## config.mk

```make
export PLATFORM = sky130hd
export DESIGN_NAME = atss_top
export DESIGN_NICKNAME = d
export VERILOG_FILES = /design/src/core/atss_pkg.sv /design/src/core/atss_top.sv
export SDC_FILE = /design/constraint.sdc
export NUM_CORES = 1
export LEC_CHECK = 0
export ABC_AREA = 0
export BUFFER_PORTS_ARGS = -buffer_cell sky130_fd_sc_hd__buf_2
export CORE_ASPECT_RATIO = 1.25
export CORE_UTILIZATION = 45
export CTS_CLUSTER_DIAMETER = 150
export DETAILED_ROUTE_END_ITERATION = 6
export PLACE_DENSITY = 0.73
export SYNTH_ARGS = -nofsm -noshare
export SYNTH_HDL_FRONTEND = slang
export SYNTH_SLANG_ARGS = --single-unit
```

## constraint.sdc

```tcl
create_clock -name mclk_i -period 6.5 [get_ports mclk_i]
set_clock_uncertainty 0.15 [all_clocks]
set_input_delay 1.3 -clock mclk_i [delete_from_list [all_inputs] [get_ports mclk_i]]
set_output_delay 1.3 -clock mclk_i [all_outputs]
set_load 0.005 [all_outputs]
```

## src/core/atss_pkg.sv

```systemverilog
/*
 * atss_pkg: constants and carrier types for the converter trigger
 * source selector. Assumes a 32-bit AXI4-Lite register bus.
 */
package atss_pkg;
   // register map, byte addresses of the four selection words
   localparam logic [7:0] ATSS_SEL_BASE = 8'h00;
   localparam int ATSS_NUM_REGS = 4;
   localparam logic [15:0] ATSS_SEL_RESET = 16'h0000;
   // field positions
   localparam int ATSS_LO_LSB = 0;
   localparam int ATSS_HI_LSB = 8;
   localparam int ATSS_CODE_W = 5;
   localparam logic [15:0] ATSS_IMPL_MASK = 16'h1f1f;
   // selector encodings
   localparam logic [4:0] ATSS_C_NONE = 5'h00;
   localparam logic [4:0] ATSS_C_SW_COMMON = 5'h01;
   localparam logic [4:0] ATSS_C_SW_LEVEL = 5'h02;
   localparam logic [4:0] ATSS_C_PWM_SEV = 5'h04;
   localparam logic [4:0] ATSS_C_PG1_PRI = 5'h05;
   localparam logic [4:0] ATSS_C_PG2_PRI = 5'h06;
   localparam logic [4:0] ATSS_C_PG3_PRI = 5'h07;
   localparam logic [4:0] ATSS_C_TMR1 = 5'h0c;
   localparam logic [4:0] ATSS_C_TMR2 = 5'h0d;
   localparam logic [4:0] ATSS_C_PWM_SEV2 = 5'h0e;
   localparam logic [4:0] ATSS_C_PG1_SEC = 5'h0f;
   localparam logic [4:0] ATSS_C_PG2_SEC = 5'h10;
   localparam logic [4:0] ATSS_C_PG3_SEC = 5'h11;
   localparam logic [4:0] ATSS_C_OC1 = 5'h16;
   localparam logic [4:0] ATSS_C_PG1_CL = 5'h18;
   localparam logic [4:0] ATSS_C_PG2_CL = 5'h19;
   localparam logic [4:0] ATSS_C_PG3_CL = 5'h1a;
   localparam logic [4:0] ATSS_C_EXT = 5'h1f;
   // bus responses
   localparam logic [1:0] ATSS_RESP_OKAY = 2'b00;
   localparam logic [1:0] ATSS_RESP_SLVERR = 2'b10;

   // on-chip event sources that a selector may pick
   typedef struct packed {
      logic sw_common;
      logic sw_level;
      logic pwm_sev;
      logic pwm_sev2;
      logic [2:0] pg_pri;
      logic [2:0] pg_sec;
      logic [2:0] pg_cl;
      logic tmr1;
      logic tmr2;
      logic oc1;
      logic ext;
   } atss_src_type;
endpackage

```

## src/core/atss_top.sv

```systemverilog
/*
 * atss_top: four selection registers, each holding two 5-bit trigger
 * codes, and the per-input multiplexer that forwards the chosen event
 * to the conversion-start logic of analog inputs 0..15.
 * Assumes event sources on mclk_i except the external pin, which is
 * synchronised here. Registers reached over AXI4-Lite.
 * Assumes every event source is an active-high level, held at least
 * one clock so that the registered output can see it.
 * Assumes the bus master keeps one write and one read under way at most;
 * a second read waits on arready, which stays low; a second write is taken into the holders and waits there for bready.
 * Write address and write data are taken in either order; the response
 * follows one clock after both holders are full.
 * Read data follow one clock after the address is taken and stand until
 * rready; a new read address is refused meanwhile.
 * Unmapped or unaligned words answer with an error, read as zero and
 * are never written.
 * Byte lanes 0 and 1 reach the low and high selector; lanes 2 and 3
 * carry nothing and are ignored.
 * Reserved codes and the all-zero code give no start at all, so an
 * input never fires from a code that software should not write.
 * Trigger outputs are registered, one clock after the event; the pin
 * path adds two more clocks of synchroniser delay.
 * Inputs 4x and 4x+1 belong to other selection words and stay low here.
 */
// Decided for this implementation: the AXI4-Lite slave port and the register addresses.
`timescale 1ns/1ps
module atss_top
   import atss_pkg::*;
(
   input wire logic mclk_i,
   input wire logic rstn_i,
   // axi4-lite slave
   input wire logic [7:0] s_axi_awaddr_i,
   input wire logic s_axi_awvalid_i,
   output logic s_axi_awready_o,
   input wire logic [31:0] s_axi_wdata_i,
   input wire logic [3:0] s_axi_wstrb_i,
   input wire logic s_axi_wvalid_i,
   output logic s_axi_wready_o,
   output logic [1:0] s_axi_bresp_o,
   output logic s_axi_bvalid_o,
   input wire logic s_axi_bready_i,
   input wire logic [7:0] s_axi_araddr_i,
   input wire logic s_axi_arvalid_i,
   output logic s_axi_arready_o,
   output logic [31:0] s_axi_rdata_o,
   output logic [1:0] s_axi_rresp_o,
   output logic s_axi_rvalid_o,
   input wire logic s_axi_rready_i,
   // event sources
   input wire atss_src_type src_i,
   input wire logic external_conversion_trigger_pin_i,
   // one conversion-start request per analog input
   output logic [4*ATSS_NUM_REGS-1:0] conv_start_o
);

   // selector word index from a byte address, or 4 when unmapped
   function automatic logic [2:0] atss_decode(input logic [7:0] addr);
      logic [2:0] idx;
      idx = 3'h4;
      if (addr[1:0] == 2'b00 && addr[7:4] == ATSS_SEL_BASE[7:4])
      begin
         idx = {1'b0, addr[3:2]};
      end
      return idx;
   endfunction

   // event picked by one code; reserved codes give nothing
   function automatic logic atss_pick(input logic [4:0] code, input atss_src_type s,
                                      input logic ext);
      logic hit;
      hit = 1'b0;
      case (code)
         ATSS_C_NONE: hit = 1'b0;
         ATSS_C_SW_COMMON: hit = s.sw_common;
         ATSS_C_SW_LEVEL: hit = s.sw_level;
         ATSS_C_PWM_SEV: hit = s.pwm_sev;
         ATSS_C_PWM_SEV2: hit = s.pwm_sev2;
         ATSS_C_PG1_PRI: hit = s.pg_pri[0];
         ATSS_C_PG2_PRI: hit = s.pg_pri[1];
         ATSS_C_PG3_PRI: hit = s.pg_pri[2];
         ATSS_C_PG1_SEC: hit = s.pg_sec[0];
         ATSS_C_PG2_SEC: hit = s.pg_sec[1];
         ATSS_C_PG3_SEC: hit = s.pg_sec[2];
         ATSS_C_PG1_CL: hit = s.pg_cl[0];
         ATSS_C_PG2_CL: hit = s.pg_cl[1];
         ATSS_C_PG3_CL: hit = s.pg_cl[2];
         ATSS_C_TMR1: hit = s.tmr1;
         ATSS_C_TMR2: hit = s.tmr2;
         ATSS_C_OC1: hit = s.oc1;
         ATSS_C_EXT: hit = ext;
         default: hit = 1'b0;
      endcase
      return hit;
   endfunction

   // one byte lane of a write: masked new bits where strobed, old kept otherwise
   function automatic logic [7:0] atss_lane(input logic strobe, input logic [7:0] wbyte,
                                            input logic [7:0] keep, input logic [7:0] mask);
      logic [7:0] merged;
      merged = keep;
      if (strobe)
      begin
         merged = wbyte & mask;
      end
      return merged;
   endfunction

   logic [15:0] sel_r [ATSS_NUM_REGS];
   logic aw_full_r;
   logic [7:0] aw_addr_r;
   logic w_full_r;
   logic [31:0] w_data_r;
   logic [3:0] w_strb_r;
   logic bvalid_r;
   logic [1:0] bresp_r;
   logic rvalid_r;
   logic [31:0] rdata_r;
   logic [1:0] rresp_r;
   logic ext_meta_r;
   logic ext_sync_r;
   logic [4*ATSS_NUM_REGS-1:0] conv_r;
   wire logic [4*ATSS_NUM_REGS-1:0] conv_nxt;

   // handshake strobes, one per channel
   wire logic aw_take = s_axi_awvalid_i && !aw_full_r;
   wire logic w_take = s_axi_wvalid_i && !w_full_r;
   wire logic b_done = bvalid_r && s_axi_bready_i;
   wire logic r_done = rvalid_r && s_axi_rready_i;
   // write path decode
   wire logic wr_go = aw_full_r && w_full_r && !bvalid_r;
   wire logic [2:0] wr_idx = atss_decode(aw_addr_r);
   wire logic wr_hit = !wr_idx[2];
   wire logic [15:0] wr_old = sel_r[wr_idx[1:0]];
   // read path decode
   wire logic [2:0] rd_idx = atss_decode(s_axi_araddr_i);
   wire logic rd_go = s_axi_arvalid_i && !rvalid_r;
   wire logic [15:0] rd_word = rd_idx[2] ? 16'h0000 : sel_r[rd_idx[1:0]];
   // merged write value; unimplemented bits stay zero
   wire logic [7:0] wr_lo = atss_lane(w_strb_r[0], w_data_r[7:0], wr_old[7:0],
                                      ATSS_IMPL_MASK[7:0]);
   wire logic [7:0] wr_hi = atss_lane(w_strb_r[1], w_data_r[15:8], wr_old[15:8],
                                      ATSS_IMPL_MASK[15:8]);

   assign s_axi_awready_o = !aw_full_r;
   assign s_axi_wready_o = !w_full_r;
   assign s_axi_bvalid_o = bvalid_r;
   assign s_axi_bresp_o = bresp_r;
   assign s_axi_arready_o = !rvalid_r;
   assign s_axi_rvalid_o = rvalid_r;
   assign s_axi_rdata_o = rdata_r;
   assign s_axi_rresp_o = rresp_r;
   assign conv_start_o = conv_r;

   // write address holder flag, set when taken, cleared by the write
   always_ff @(posedge mclk_i or negedge rstn_i)
   begin
      if (!rstn_i)
      begin
         aw_full_r <= 1'b0;
      end
      else if (aw_take)
      begin
         aw_full_r <= 1'b1;
      end
      else if (wr_go)
      begin
         aw_full_r <= 1'b0;
      end
   end

   // write address payload
   always_ff @(posedge mclk_i or negedge rstn_i)
   begin
      if (!rstn_i)
      begin
         aw_addr_r <= 8'h00;
      end
      else if (aw_take)
      begin
         aw_addr_r <= s_axi_awaddr_i;
      end
   end

   // write data holder flag, taken in either order with the address
   always_ff @(posedge mclk_i or negedge rstn_i)
   begin
      if (!rstn_i)
      begin
         w_full_r <= 1'b0;
      end
      else if (w_take)
      begin
         w_full_r <= 1'b1;
      end
      else if (wr_go)
      begin
         w_full_r <= 1'b0;
      end
   end

   // write data payload and lane strobes
   always_ff @(posedge mclk_i or negedge rstn_i)
   begin
      if (!rstn_i)
      begin
         w_data_r <= 32'h0000_0000;
         w_strb_r <= 4'h0;
      end
      else if (w_take)
      begin
         w_data_r <= s_axi_wdata_i;
         w_strb_r <= s_axi_wstrb_i;
      end
   end

   // write response valid, stands until bready
   always_ff @(posedge mclk_i or negedge rstn_i)
   begin
      if (!rstn_i)
      begin
         bvalid_r <= 1'b0;
      end
      else if (wr_go)
      begin
         bvalid_r <= 1'b1;
      end
      else if (b_done)
      begin
         bvalid_r <= 1'b0;
      end
   end

   // write response code, error for unmapped words
   always_ff @(posedge mclk_i or negedge rstn_i)
   begin
      if (!rstn_i)
      begin
         bresp_r <= ATSS_RESP_OKAY;
      end
      else if (wr_go)
      begin
         bresp_r <= wr_hit ? ATSS_RESP_OKAY : ATSS_RESP_SLVERR;
      end
   end

   // selection registers, cleared at reset
   generate
      for (genvar g = 0; g < ATSS_NUM_REGS; g++)
      begin : g_sel
         always_ff @(posedge mclk_i or negedge rstn_i)
         begin
            if (!rstn_i)
            begin
               sel_r[g] <= ATSS_SEL_RESET;
            end
            else if (wr_go && wr_hit && wr_idx[1:0] == 2'(g))
            begin
               sel_r[g] <= {wr_hi[7:0], wr_lo[7:0]};
            end
         end
      end
   endgenerate

   // read valid, one cycle after address taken, stands until rready
   always_ff @(posedge mclk_i or negedge rstn_i)
   begin
      if (!rstn_i)
      begin
         rvalid_r <= 1'b0;
      end
      else if (rd_go)
      begin
         rvalid_r <= 1'b1;
      end
      else if (r_done)
      begin
         rvalid_r <= 1'b0;
      end
   end

   // read data and code, unused bits forced to zero
   always_ff @(posedge mclk_i or negedge rstn_i)
   begin
      if (!rstn_i)
      begin
         rdata_r <= 32'h0000_0000;
         rresp_r <= ATSS_RESP_OKAY;
      end
      else if (rd_go)
      begin
         rdata_r <= {16'h0000, rd_word & ATSS_IMPL_MASK};
         rresp_r <= rd_idx[2] ? ATSS_RESP_SLVERR : ATSS_RESP_OKAY;
      end
   end

   // external pin synchroniser
   always_ff @(posedge mclk_i or negedge rstn_i)
   begin
      if (!rstn_i)
      begin
         ext_meta_r <= 1'b0;
         ext_sync_r <= 1'b0;
      end
      else
      begin
         ext_meta_r <= external_conversion_trigger_pin_i;
         ext_sync_r <= ext_meta_r;
      end
   end

   // per-input selection: upper code to 4x+3, lower code to 4x+2
   generate
      for (genvar x = 0; x < ATSS_NUM_REGS; x++)
      begin : g_pick
         wire logic [4:0] hi_code = sel_r[x][ATSS_HI_LSB +: ATSS_CODE_W];
         wire logic [4:0] lo_code = sel_r[x][ATSS_LO_LSB +: ATSS_CODE_W];
         // inputs 4x and 4x+1 are served by other selection words
         assign conv_nxt[4*x+1 -: 2] = 2'b00;
         assign conv_nxt[4*x+3] = atss_pick(hi_code, src_i, ext_sync_r);
         assign conv_nxt[4*x+2] = atss_pick(lo_code, src_i, ext_sync_r);
      end
   endgenerate

   // registered trigger outputs
   always_ff @(posedge mclk_i or negedge rstn_i)
   begin
      if (!rstn_i)
      begin
         conv_r <= '0;
      end
      else
      begin
         conv_r <= conv_nxt;
      end
   end

endmodule

```

Yosys cells after proc, flatten, opt, wreduce, memory -nomap -nowiden

Cells that the tools add are included.

Input bits: 77
Register bits after elaboration: 115
Output and inout port bits: 57
Word-level logic and storage cells: 216

Reductions and logical operators: 28
Mux-type cells: 28
Bitwise logic cells: 2
Magnitude comparators: 2
Equality and inequality tests: 139

Operator list:

| cell                 | count |
|---|---|
| $eq A5 B5 Y1 const B | 56 |
| $eq A5 B3 Y1 const B | 32 |
| $eq A5 B4 Y1 const B | 32 |
| $pmux W1 S17         | 8 |
| $bmux W16 S2         | 2 |
| $eq A5 B1 Y1 const B | 8 |
| $eq A5 B2 Y1 const B | 8 |
| $mux W13             | 3 |
| $mux W16             | 2 |
| $mux W8              | 2 |
| $logic_and A1 B1 Y1  | 14 |
| $logic_not A4 Y1     | 2 |
| $reduce_bool A2 Y1   | 4 |
| $mux W1              | 7 |
| $ge A3 B3 Y1 const B | 2 |
| $logic_not A2 Y1     | 3 |
| $mux W3              | 2 |
| $not A2 Y3           | 2 |
| $logic_not A1 Y1     | 5 |
| $eq A2 B2 Y1 const B | 2 |
| $mux W2              | 2 |
| $eq A2 B1 Y1 const B | 1 |

Longest topological paths before layout

Gate-level depths: netlist of the first run.

Depth in word-level cells: 8
Gate-level depth with buffers: 7
Gate-level depth less buffers: 5

Least setup slack after synthesis of the first run

No wires, ideal clock.

Path type: input-to-reg
From: in s_axi_araddr_i[3]
To: reg rdata_r[12] (netlist: s_axi_rdata_o[12])
Slack: 3.730 ns
Stages: 4
Setup time: 0.130 ns
Data arrival time: 2.490 ns
Path through: clkbuf_1 > mux4_2 > inv_1 > o21ai_0

Word-level cells in the longest chain between the ends: 6

RTL lines:

| item                                        | RTL line        | text |
|---|---|---|
| from (decl)                                 | atss_top.sv:43  | `input wire logic [7:0] s_axi_araddr_i,` |
| $mux W3                                     | atss_top.sv:61  | `if (addr[1:0] == 2'b00 && addr[7:4] == ATSS_SEL_BASE[7:4])` |
| $not A2 Y3 (implied by the code)            | atss_top.sv:138 | `wire logic [15:0] rd_word = rd_idx[2] ? 16'h0000 : sel_r[rd_idx[1:0]];` |
| $bmux W16 S2                                | atss_top.sv:138 |  |
| $mux W13 (implied by the code) (2 in a row) | atss_top.sv:138 |  |
| $mux W13                                    | atss_top.sv:138 |  |
| to (signal assigned)                        | atss_top.sv:292 | `rdata_r <= {16'h0000, rd_word & ATSS_IMPL_MASK};` |
| to (decl)                                   | atss_top.sv:118 | `logic [31:0] rdata_r;` |

Every way passes these cells. The select of a mux whose other input is x is not followed.
A chain may end at the register's enable or synchronous reset.

Worst setup path in the final report of the first run

From: reg aw_addr_r[3]
To: reg sel_r, in the netlist g_pick[2].lo_code[1]

Word-level cells in the longest chain between the ends: 6
Elaborated cells on any way between the ends: 8

RTL lines:

| item                                        | RTL line        | text |
|---|---|---|
| from (decl)                                 | atss_top.sv:111 | `logic [7:0] aw_addr_r;` |
| from (signal assigned)                      | atss_top.sv:181 | `aw_addr_r <= s_axi_awaddr_i;` |
| $mux W3 (*)                                 | atss_top.sv:61  |  |
| $not A2 Y3 (implied by the code)            | atss_top.sv:134 | `wire logic [15:0] wr_old = sel_r[wr_idx[1:0]];` |
| $bmux W16 S2                                | atss_top.sv:134 |  |
| $mux W16 (implied by the code) (2 in a row) | atss_top.sv:134 |  |
| $mux W8                                     | atss_top.sv:102 | `if (strobe)` |
| to (signal, indexed assignment)             | atss_top.sv:259 | `sel_r[g] <= {wr_hi[7:0], wr_lo[7:0]};` |
| to (decl)                                   | atss_top.sv:109 | `logic [15:0] sel_r [ATSS_NUM_REGS];` |

Every way passes the cells marked *; elsewhere a longest branch is shown, timed or not. The select of a mux whose other input is x is not followed.

==> flow_summary.ini, run 1 <==
[route]
viasPerCell = 6.14
drcViolationCount = 0
dr_total_vias = 4965
drtIter0Drc = 319
wl_per_cell_um = 18.4
first_pass_iters = 5
remaining_antenna_violation_count = 0
wl_mm = 14.9

[worst_setup_path]
timing.critical_path.buf_inv = 0
crit_path_cell_trace = nor2b_1 > nand2_1 > mux2_2
worst_r2r_endpoint = g_pick[2].lo_code[1]
worst_r2r_path_depth = 3
rr_startpoint = aw_addr_r[3]
worst_setup_path_end_kind = register
worstPathArrival_ps = 2890
critical-path-top-delay-family = simple AND/OR/NAND/NOR gates
ff2ff_setup_slack_ps = 3680
crit_fanout = 19
worstSetupPathType = reg2reg
critical_path.startpoint_type = register
worst_path_max_delay_cell = nor2b_1
worst_ep_required_time_ps = 6580
crit_path_max_incr_delay_ps = 740

[final_layout]
stdcell_area_um2 = 6250
final_cells = 809
num-nets-final = 718
layout-drive-gt1-share_pct = 22.9
most_common_library_cell_in_the_layout_ignoring_fill_and_taps = dfrtp_1
flow.area_growth_from_synthesis_pct = 10.0
layout.filler_cells = 1164
final_cell_mix = dfrtp_1 (86), nand2_1 (77), buf_2 (75), mux2_2 (36), o21ai_0 (33)
antenna_cells_inserted = 0

[yosys]
syn-instance-count = 610
fraction_of_synthesis_flops_using_an_asynchronous_set_or_reset_pin_pct = 100
postSynthRegisterBits = 86
synth-seq-area-share_pct = 37.9
synth-edff-count = 0
synthesis.area_um2 = 5680
postSynth.topFlopCell = dfrtp_1
synth_cell_type_count = 58
yosysWarningCount = 0
syn-mean-instance-area_um2 = 9.31

[timing]
slew_headroom_pct = 26.3
finalSetupTns_ps = 0
finalCriticalPeriod_ps = 2820
final_hold_violation_count = 0
timing.final.max_slew_violations = 0
worst_hold_slack_ps = 191
slew_at_the_pin_with_the_worst_max_slew_slack_ps = 1100
grt_setup_unrepaired = false
worst_slack_ps = 3680
finalCritPeriodShare_pct = 43.3
maxClockFrequency_mhz = 355
report.final.setup_viol = 0

[placement]
post_place_cell_area_um2 = 5920
placedCellCount = 794
routabilityCongestion = 0.891
dp_hpwl_mm = 10.3
buffer_ports.inserted = 76
dpl_worst_slack_ps = 3500

[clocking]
clkSlewWorstSetupHoldPaths_ps = 60
ctsRootBufferMaster = clkbuf_16
cts_buffer_depth = 2
cts_setup_buffers = 0
maximum_level_of_the_cts_h_tree = 3
cts_tree = done
cts_inserted_buffers = 9
worst_skew_pair.late_latency_ps = 340
cts-hold-fix-buffers = 0
ctsResizeCount = 0
cts.sink_count = 86

[floorplan]
fp.coreArea_um2 = 12200
design.portCount = 134
initial_utilization_pct = 46.5
die-area_um2 = 13100
die_h_um = 128
rows = 45
fp.dieW_um = 102

[outcome]
status = completed

[grt]
initial_antenna_violation_count = 0
grt_first_pass_wirelength_mm = 23.8
grt_max_degree = 87
globalRouteOverflowTotal = 0
grt_pass1_vias = 4722
grt_usage_pct = 23.5

[hold_path]
hp-class = reg2reg
holdPathStages = 0
worst_hold_path.endpoint = ext_sync_r
hold_path_startpoint = ext_meta_r

[power]
power.static_leakage_uw = 0.00261
vdd_drop_max_v = 0.000209
power_density_nw_per_um2 = 342

[run]
max_cap_viol_count = 0
-- state kept, by name (all words and copies together) (netlist names) --
register,flops
s_axi_bvalid_o,1
aw_full_r,1
s_axi_bresp_o,1
w_full_r,1
s_axi_rvalid_o,1
ext_meta_r,1
aw_addr_r,8
ext_sync_r,1
conv_start_o,8
w_strb_r,2
g_pick.hi_code,20
s_axi_rresp_o,1
w_data_r,10
s_axi_rdata_o,10
g_pick.lo_code,20
-- cells in the mapped netlist, types with 13 or more instances --
| cell type | number | area share (%) |
|---|---|---|
| dfrtp_1 | 86 | 38 |
| nand2_1 | 77 | 5.1 |
| clkbuf_1 | 50 | 3.3 |
| mux2_2 | 36 | 7.1 |
| o21ai_0 | 33 | 2.9 |
| buf_4 | 32 | 4.2 |
| nor2_1 | 29 | 1.9 |
| o31ai_1 | 27 | 3.6 |
| mux2i_1 | 21 | 3.7 |
| a21oi_1 | 20 | 1.8 |
| inv_1 | 20 | 1.3 |
| a31oi_1 | 16 | 1.8 |
| a22o_1 | 15 | 2.3 |
| mux4_2 | 15 | 6.0 |
| nand3_1 | 13 | 1.1 |
| nor2b_1 | 13 | 1.4 |
-- worst max-delay path by stage --
stage | startpoint | endpoint | cells past startpoint
after floorplan | s_axi_araddr_i[3] | s_axi_rdata_o[12] | 4
after global placement | s_axi_araddr_i[1] | s_axi_rresp_o[1] | 4
after detailed placement | s_axi_araddr_i[1] | s_axi_rresp_o[1] | 4
after CTS | aw_addr_r[3] | g_pick[2].lo_code[1] | 3
after global routing | aw_addr_r[3] | g_pick[2].lo_code[1] | 3
final | aw_addr_r[3] | g_pick[2].lo_code[1] | 3
-- power breakdown --
part           leakage (uW)  switching [uW]  total [uW]  internal [uW]
Sequential          0.00113             255         932            677
Combinational       0.00132             314         642            328
Clock              0.000159             214         560            346
-- logic make-up (layout without fill, tap and decap cells) --
| family | Yosys count | in the layout | share of synthesized area (%) |
|---|---|---|---|
| other cells | 1 | 32 | 0.0661 |
| flops | 86 | 86 | 37.9 |
| buf+inv | 107 | 111 | 9.37 |
| compound gates | 152 | 152 | 18.4 |
| mux | 72 | 72 | 16.8 |
| simple gates | 192 | 192 | 17.5 |
-- cell type report --
| cell class | count | area, um2 | area share (%) |
|---|---|---|---|
| sequential | 86 | 2150 | 34.5 |
| clock inverter | 5 | 82.6 | 1.32 |
| tap | 164 | 205 | 3.29 |
| inverter | 20 | 75.1 | 1.20 |
| clock buffer | 10 | 239 | 3.83 |
| timing repair buffer | 76 | 383 | 6.13 |
| multi-input combinational | 448 | 3110 | 49.8 |
-- stage by stage --
stage | total power [uW] | util (%)
after floorplan | 1390 | -
after global placement | 1540 | 48.5
after detailed placement | 1570 | 48.5
after CTS | 2130 | 51.1
after global routing | 2260 | 51.1
final | 2130 | 51.1
-- per-layer routing --
| layer | share of wire, % | GRT usage (%) |
|---|---|---|
| met1 | 40 | 29.5 |
| met2 | 47 | 38.7 |
| met3 | 8.8 | 4.49 |
| met4 | 4.0 | 10.8 |
| met5 | 0 | 0 |
No activity file was read; power rests on OpenSTA's default activity.
==> inputs of run 2 (changes only) <==
--- a/config.mk
+++ b/config.mk
@@ -11,7 +11,7 @@
 export CORE_UTILIZATION = 45
 export CTS_CLUSTER_DIAMETER = 150
 export DETAILED_ROUTE_END_ITERATION = 6
-export PLACE_DENSITY = 0.73
+export PLACE_DENSITY = 0.75
 export SYNTH_ARGS = -nofsm -noshare
 export SYNTH_HDL_FRONTEND = slang
 export SYNTH_SLANG_ARGS = --single-unit
==> constraint.sdc (replaced) <==
create_clock -name mclk_i -period 2.4 [get_ports mclk_i]
set_clock_uncertainty 0.15 [all_clocks]
set_input_delay 0.48 -clock mclk_i [delete_from_list [all_inputs] [get_ports mclk_i]]
set_output_delay 0.48 -clock mclk_i [all_outputs]
set_load 0.005 [all_outputs]
==> flow_summary.ini, run 2 (synthesized netlist as in run 1, its figures left out) <==
[route]
viasPerCell = 6.00
remaining_antenna_violation_count = 0
first_pass_iters = 7
wl_mm = 15.1
wl_per_cell_um = 18.0
dr_total_vias = 5025
drtIter0Drc = 417
drcViolationCount = 0

[floorplan]
fp.dieW_um = 102
design.portCount = 134
die_h_um = 128
rows = 45
die-area_um2 = 13100
fp.coreArea_um2 = 12200
initial_utilization_pct = 46.5

[worst_setup_path]
timing.critical_path.from = aw_addr_r[1]
worst_setup_path_endpoint = g_pick[0].hi_code[0]
critical_path.startpoint_type = register
crit_path_max_incr_delay_ps = 540
worstSetupPathType = reg2reg
worst_ep_required_time_ps = 2470
crit_path_cell_trace = or4_4 > or3_4 > a221o_1 > a41oi_2 > o31ai_1
worstPathArrival_ps = 2390
ff2ff_setup_slack_ps = 80
worst_r2r_path_depth = 5
cp.depth = 5
worst_r2r_endpoint = g_pick[0].hi_code[0]
crit_fanout = 3
critical-path-top-delay-family = simple AND/OR/NAND/NOR gates
rr_startpoint = aw_addr_r[1]
worst_path_max_delay_cell = or4_4
timing.critical_path.buf_inv = 0
worst_setup_path_end_kind = register

[grt]
grt_max_degree = 70
grt_first_pass_wirelength_mm = 24.2
grt_pass1_vias = 4889
grt_usage_pct = 24.0
globalRouteOverflowTotal = 0
initial_antenna_violation_count = 0

[clocking]
cts_buffer_depth = 2
cts_setup_buffers = 0
worst_skew_pair.late_latency_ps = 340
ctsRootBufferMaster = clkbuf_16
cts.sink_count = 86
cts_inserted_buffers = 9
cts_tree = done
maximum_level_of_the_cts_h_tree = 3
clkSlewWorstSetupHoldPaths_ps = 60

[placement]
placedCellCount = 821
routabilityCongestion = 0.901
dp_hpwl_mm = 10.5
buffer_ports.inserted = 76

[power]
power_frac_seq_pct = 40.4
combPwrFrac_pct = 32.8
power.static_leakage_uw = 0.00275
power_density_nw_per_um2 = 932
vdd_drop_max_v = 0.000524
cellInternalPower_uw = 3880
clock_power_share_pct = 26.8
switching_share_pct = 36.1
netSwitchingPower_uw = 2190

[timing]
grt_setup_unrepaired = false
finalCritPeriodShare_pct = 96.5
finalSetupTns_ps = 0
maxClockFrequency_mhz = 432
timing.final.max_slew_violations = 0
slew_at_the_pin_with_the_worst_max_slew_slack_ps = 843
slew_headroom_pct = 43.7
final_hold_violation_count = 0
finalCriticalPeriod_ps = 2320
report.final.setup_viol = 0

[hold_path]
holdPathStages = 1
hp-class = in2reg

[final_layout]
antenna_cells_inserted = 0
most_common_library_cell_in_the_layout_ignoring_fill_and_taps = dfrtp_1
layout-drive-gt1-share_pct = 26.4
final_cell_mix = dfrtp_1 (86), nand2_1 (77), buf_2 (75), mux2_2 (36), o21ai_0 (33)
flow.area_growth_from_synthesis_pct = 14.6
final_cells = 838
num-nets-final = 746

[run]
max_cap_viol_count = 0

[outcome]
status = completed
[run 2: changes by cell type in the layout (fill, tap and decap cells not counted)]
cell | previous run | this run
a221oi_2 | 0 | 1
dlygate4sd3_1 | 0 | 1
a221oi_1 | 6 | 5
buf_4 | 1 | 27
bufinv_16 | 2 | 3
clkinv_4 | 1 | 0
clkinvlp_4 | 0 | 1
or3_4 | 0 | 1
buf_12 | 0 | 1
or3_1 | 1 | 0
inv_6 | 1 | 2
clkbuf_8 | 1 | 0
[run 2: power groups by stage]
stage	logic, uW	clock network [uW]	registers, uW
final	1990	1630	2450
after global routing	2190	1710	2520
after CTS	1970	1660	2430
after detailed placement	1960	0	2450
after global placement	1880	0	2410
after floorplan	1690	0	2060
[run 2: per-layer routing]
layer | wire, um | GRT usage (%) | vias to the layer above | share of wire [%]
met5 | 0 | 0 | - | 0
met4 | 675 | 14.8 | 0 | 4.5
met3 | 1320 | 4.76 | 64 | 8.7
met2 | 7040 | 37.4 | 291 | 47
met1 | 6080 | 30.4 | 2380 | 40
li1 | - | - | 2290 | -
[run 2: through the flow]
step / hold WS [ps] / total power, uW / utilization [%] / worst slack [ps] / area, um2
floorplan: 34.4 / 3750 / - / 79.1 / 5790
global placement: 183 / 4290 / 50.3 / 105 / 6140
detailed placement: 186 / 4410 / 50.3 / 62.4 / 6140
CTS: 80.4 / 6060 / 53.2 / 47.4 / 6490
global route: 81.1 / 6420 / 53.3 / 15.0 / 6510
finish: 89.3 / 6070 / 53.3 / 82.9 / 6510
[run 2: timing repair]
item / in CTS / in global routing
endpoints found under the hold margin: 17 / 0
gates resized for setup: 0 / 2
setup endpoints to repair: 0 / 11
hold buffers: 1 / 0
[run 2: area by class of cell]
type                    instances  area, um2
clock inverters                 7        120
repair buffers                104        608
multi-input cells             448       3120
inverters                      20       75.1
fillers                      1093       5710
flip-flops and latches         86       2150
well taps                     164        205
clock buffers                   9        225
[run 2: how the worst min path moves through the flow]
| stage | from | endpoint | slack (ps) |
|---|---|---|---|
| 2_1_floorplan | rstn_i | aw_addr_r[0] | 30 |
| 3_3_place_gp | ext_meta_r | ext_sync_r | 180 |
| 3_5_place_dp | ext_meta_r | ext_sync_r | 190 |
| 4_1_cts | external_conversion_trigger_pin_i | ext_meta_r | 80 |
| 5_1_grt | external_conversion_trigger_pin_i | ext_meta_r | 80 |
| 6_report | external_conversion_trigger_pin_i | ext_meta_r | 90 |
==> inputs of run 3 (changes only) <==
--- a/config.mk
+++ b/config.mk
@@ -7,11 +7,14 @@
 export LEC_CHECK = 0
 export ABC_AREA = 0
 export BUFFER_PORTS_ARGS = -buffer_cell sky130_fd_sc_hd__buf_2
+export CELL_PAD_IN_SITES_DETAIL_PLACEMENT = 2
+export CELL_PAD_IN_SITES_GLOBAL_PLACEMENT = 2
 export CORE_ASPECT_RATIO = 1.25
-export CORE_UTILIZATION = 45
+export CORE_UTILIZATION = 30
 export CTS_CLUSTER_DIAMETER = 150
+export CTS_CLUSTER_SIZE = 12
 export DETAILED_ROUTE_END_ITERATION = 6
-export PLACE_DENSITY = 0.75
+export PLACE_DENSITY = 0.82
 export SYNTH_ARGS = -nofsm -noshare
 export SYNTH_HDL_FRONTEND = slang
 export SYNTH_SLANG_ARGS = --single-unit
==> flow_summary.ini, run 3 (synthesized netlist as in run 1, its figures left out) <==
[outcome]
status = finished with violations
violations = design-rule violations

[placement]
dpl_worst_slack_ps = -90.6
routabilityCongestion = 0.825
buffer_ports.inserted = 76
placedCellCount = 886
dp_hpwl_mm = 14.1

[timing]
slew_at_the_pin_with_the_worst_max_slew_slack_ps = 937
final_hold_violation_count = 0
slew_headroom_pct = 37.4
maxClockFrequency_mhz = 425
finalCriticalPeriod_ps = 2350
grt_setup_unrepaired = true
worst_slack_ps = 49.1
timing.final.max_slew_violations = 0
report.final.setup_viol = 0
finalCritPeriodShare_pct = 98.0

[grt]
grt_max_degree = 38
grt_usage_pct = 20.8
globalRouteOverflowTotal = 0
initial_antenna_violation_count = 0
grt_first_pass_wirelength_mm = 31.1
grt_pass1_vias = 5690

[worst_setup_path]
worstSetupPathType = reg2reg
worst_setup_path_end_kind = register
worst_ep_required_time_ps = 2470
crit_fanout = 7
worstPathArrival_ps = 2430
critical_path.startpoint_type = register

[final_layout]
final_cells = 904
flow.area_growth_from_synthesis_pct = 16.0
final_cell_mix = dfrtp_1 (86), nand2_1 (76), buf_2 (75), mux2_2 (36), o21ai_0 (33)
fin_util_pct = 36.0
most_common_library_cell_in_the_layout_ignoring_fill_and_taps = dfrtp_1
register_area_um2 = 2150
layout.filler_cells = 2048
multi_input_area_um2 = 3140
antenna_cells_inserted = 0
layout-drive-gt1-share_pct = 27.1
num-nets-final = 749

[clocking]
cts_tree = done
ctsRootBufferMaster = clkbuf_16
worst_skew_pair.late_latency_ps = 350
cts_inserted_buffers = 9
cts_buffer_depth = 2
clkSlewWorstSetupHoldPaths_ps = 60
cts.sink_count = 86
maximum_level_of_the_cts_h_tree = 3

[route]
drcViolationCount = 20
viasPerCell = 5.70
drtIter0Drc = 287
wl_mm = 19.8
first_pass_iters = 6
dr_total_vias = 5151
remaining_antenna_violation_count = 0
wl_per_cell_um = 21.9

[run]
max_cap_viol_count = 0

[floorplan]
rows = 55
die_h_um = 156
fp.dieW_um = 125
die-area_um2 = 19500
initial_utilization_pct = 31.0
fp.coreArea_um2 = 18300
design.portCount = 134

[hold_path]
hp-class = in2reg

[power]
power.static_leakage_uw = 0.00275
fin_total_pwr_uw = 6080
power_density_nw_per_um2 = 924
vdd_drop_max_v = 0.000424
## run 3: cell count changes in the layout (fill, tap and decap cells not counted), sizes merged
cell,previous run,this run
buf,103,106
bufinv,3,1
clkbuf,9,10
clkinvlp,1,2
inv,22,21
## run 3: power by group
| part | internal (uW) | leakage [uW] | switching (uW) |
|---|---|---|---|
| clock | 832 | 0.000141 | 629 |
| combinational | 1040 | 0.00148 | 1080 |
| sequential | 1830 | 0.00113 | 658 |
## run 3: critical path: stages (launching register included)
cell and delay, ps:
dfrtp_1 370, or4_4 530, or3_4 460, a221o_1 360, a41oi_2 220, o31ai_1 130
## run 3: worst paths after layout
kind                                                   startpoint              endpoint  slack [ps]  depth (start not counted)
max in group asynchronous                                  rstn_i  g_pick[1].lo_code[4]        1010                          3
worst min-delay path            external_conversion_trigger_pin_i            ext_meta_r          90                          1
worst max-delay path                                 aw_addr_r[5]  g_pick[0].hi_code[0]          50                          5
worst max register to register                       aw_addr_r[5]  g_pick[0].hi_code[0]          50                          5
min in group asynchronous                                  rstn_i          w_data_r[12]         480                          2
worst min register to register                         ext_meta_r            ext_sync_r         200                          0
## run 3: area by class of cell
cell class                      count  area share [%]
Multi-Input combinational cell    448            47.7
Clock inverter                      5           0.893
Timing Repair Buffer              107            9.58
Inverter                           20            1.14
Sequential cell                    86            32.7
Clock buffer                       10            3.63
Tap cell                          228            4.33
## run 3: what timing repair did
action,4_1_cts,5_1_grt
gates cloned,0,0
buffers inserted,0,2
hold buffers,1,0
endpoints found under the setup margin,20,19
pin swaps,0,4
resized for setup,1,5
endpoints found under the hold margin,32,0
## run 3: layer usage
metal | wire [um] | share of wire, % | vias up | GRT usage [%]
met2 | 10100 | 51 | 184 | 37.3
met1 | 8120 | 41 | 2633 | 24.2
met4 | 637 | 3.2 | 0 | 11.1
met5 | 0 | 0 | - | 0
li1 | - | - | 2290 | -
met3 | 1010 | 5.1 | 44 | 2.47
## run 3: stage by stage
step | instance area, um2 | TNS, ps | hold slack [ps]
floorplan | 5790 | 0 | 34.4
global placement | 6230 | -559 | 187
detailed placement | 6230 | -1280 | 195
CTS | 6540 | 0 | 76.5
global route | 6580 | -71.0 | 84.3
finish | 6580 | 0 | 86.0
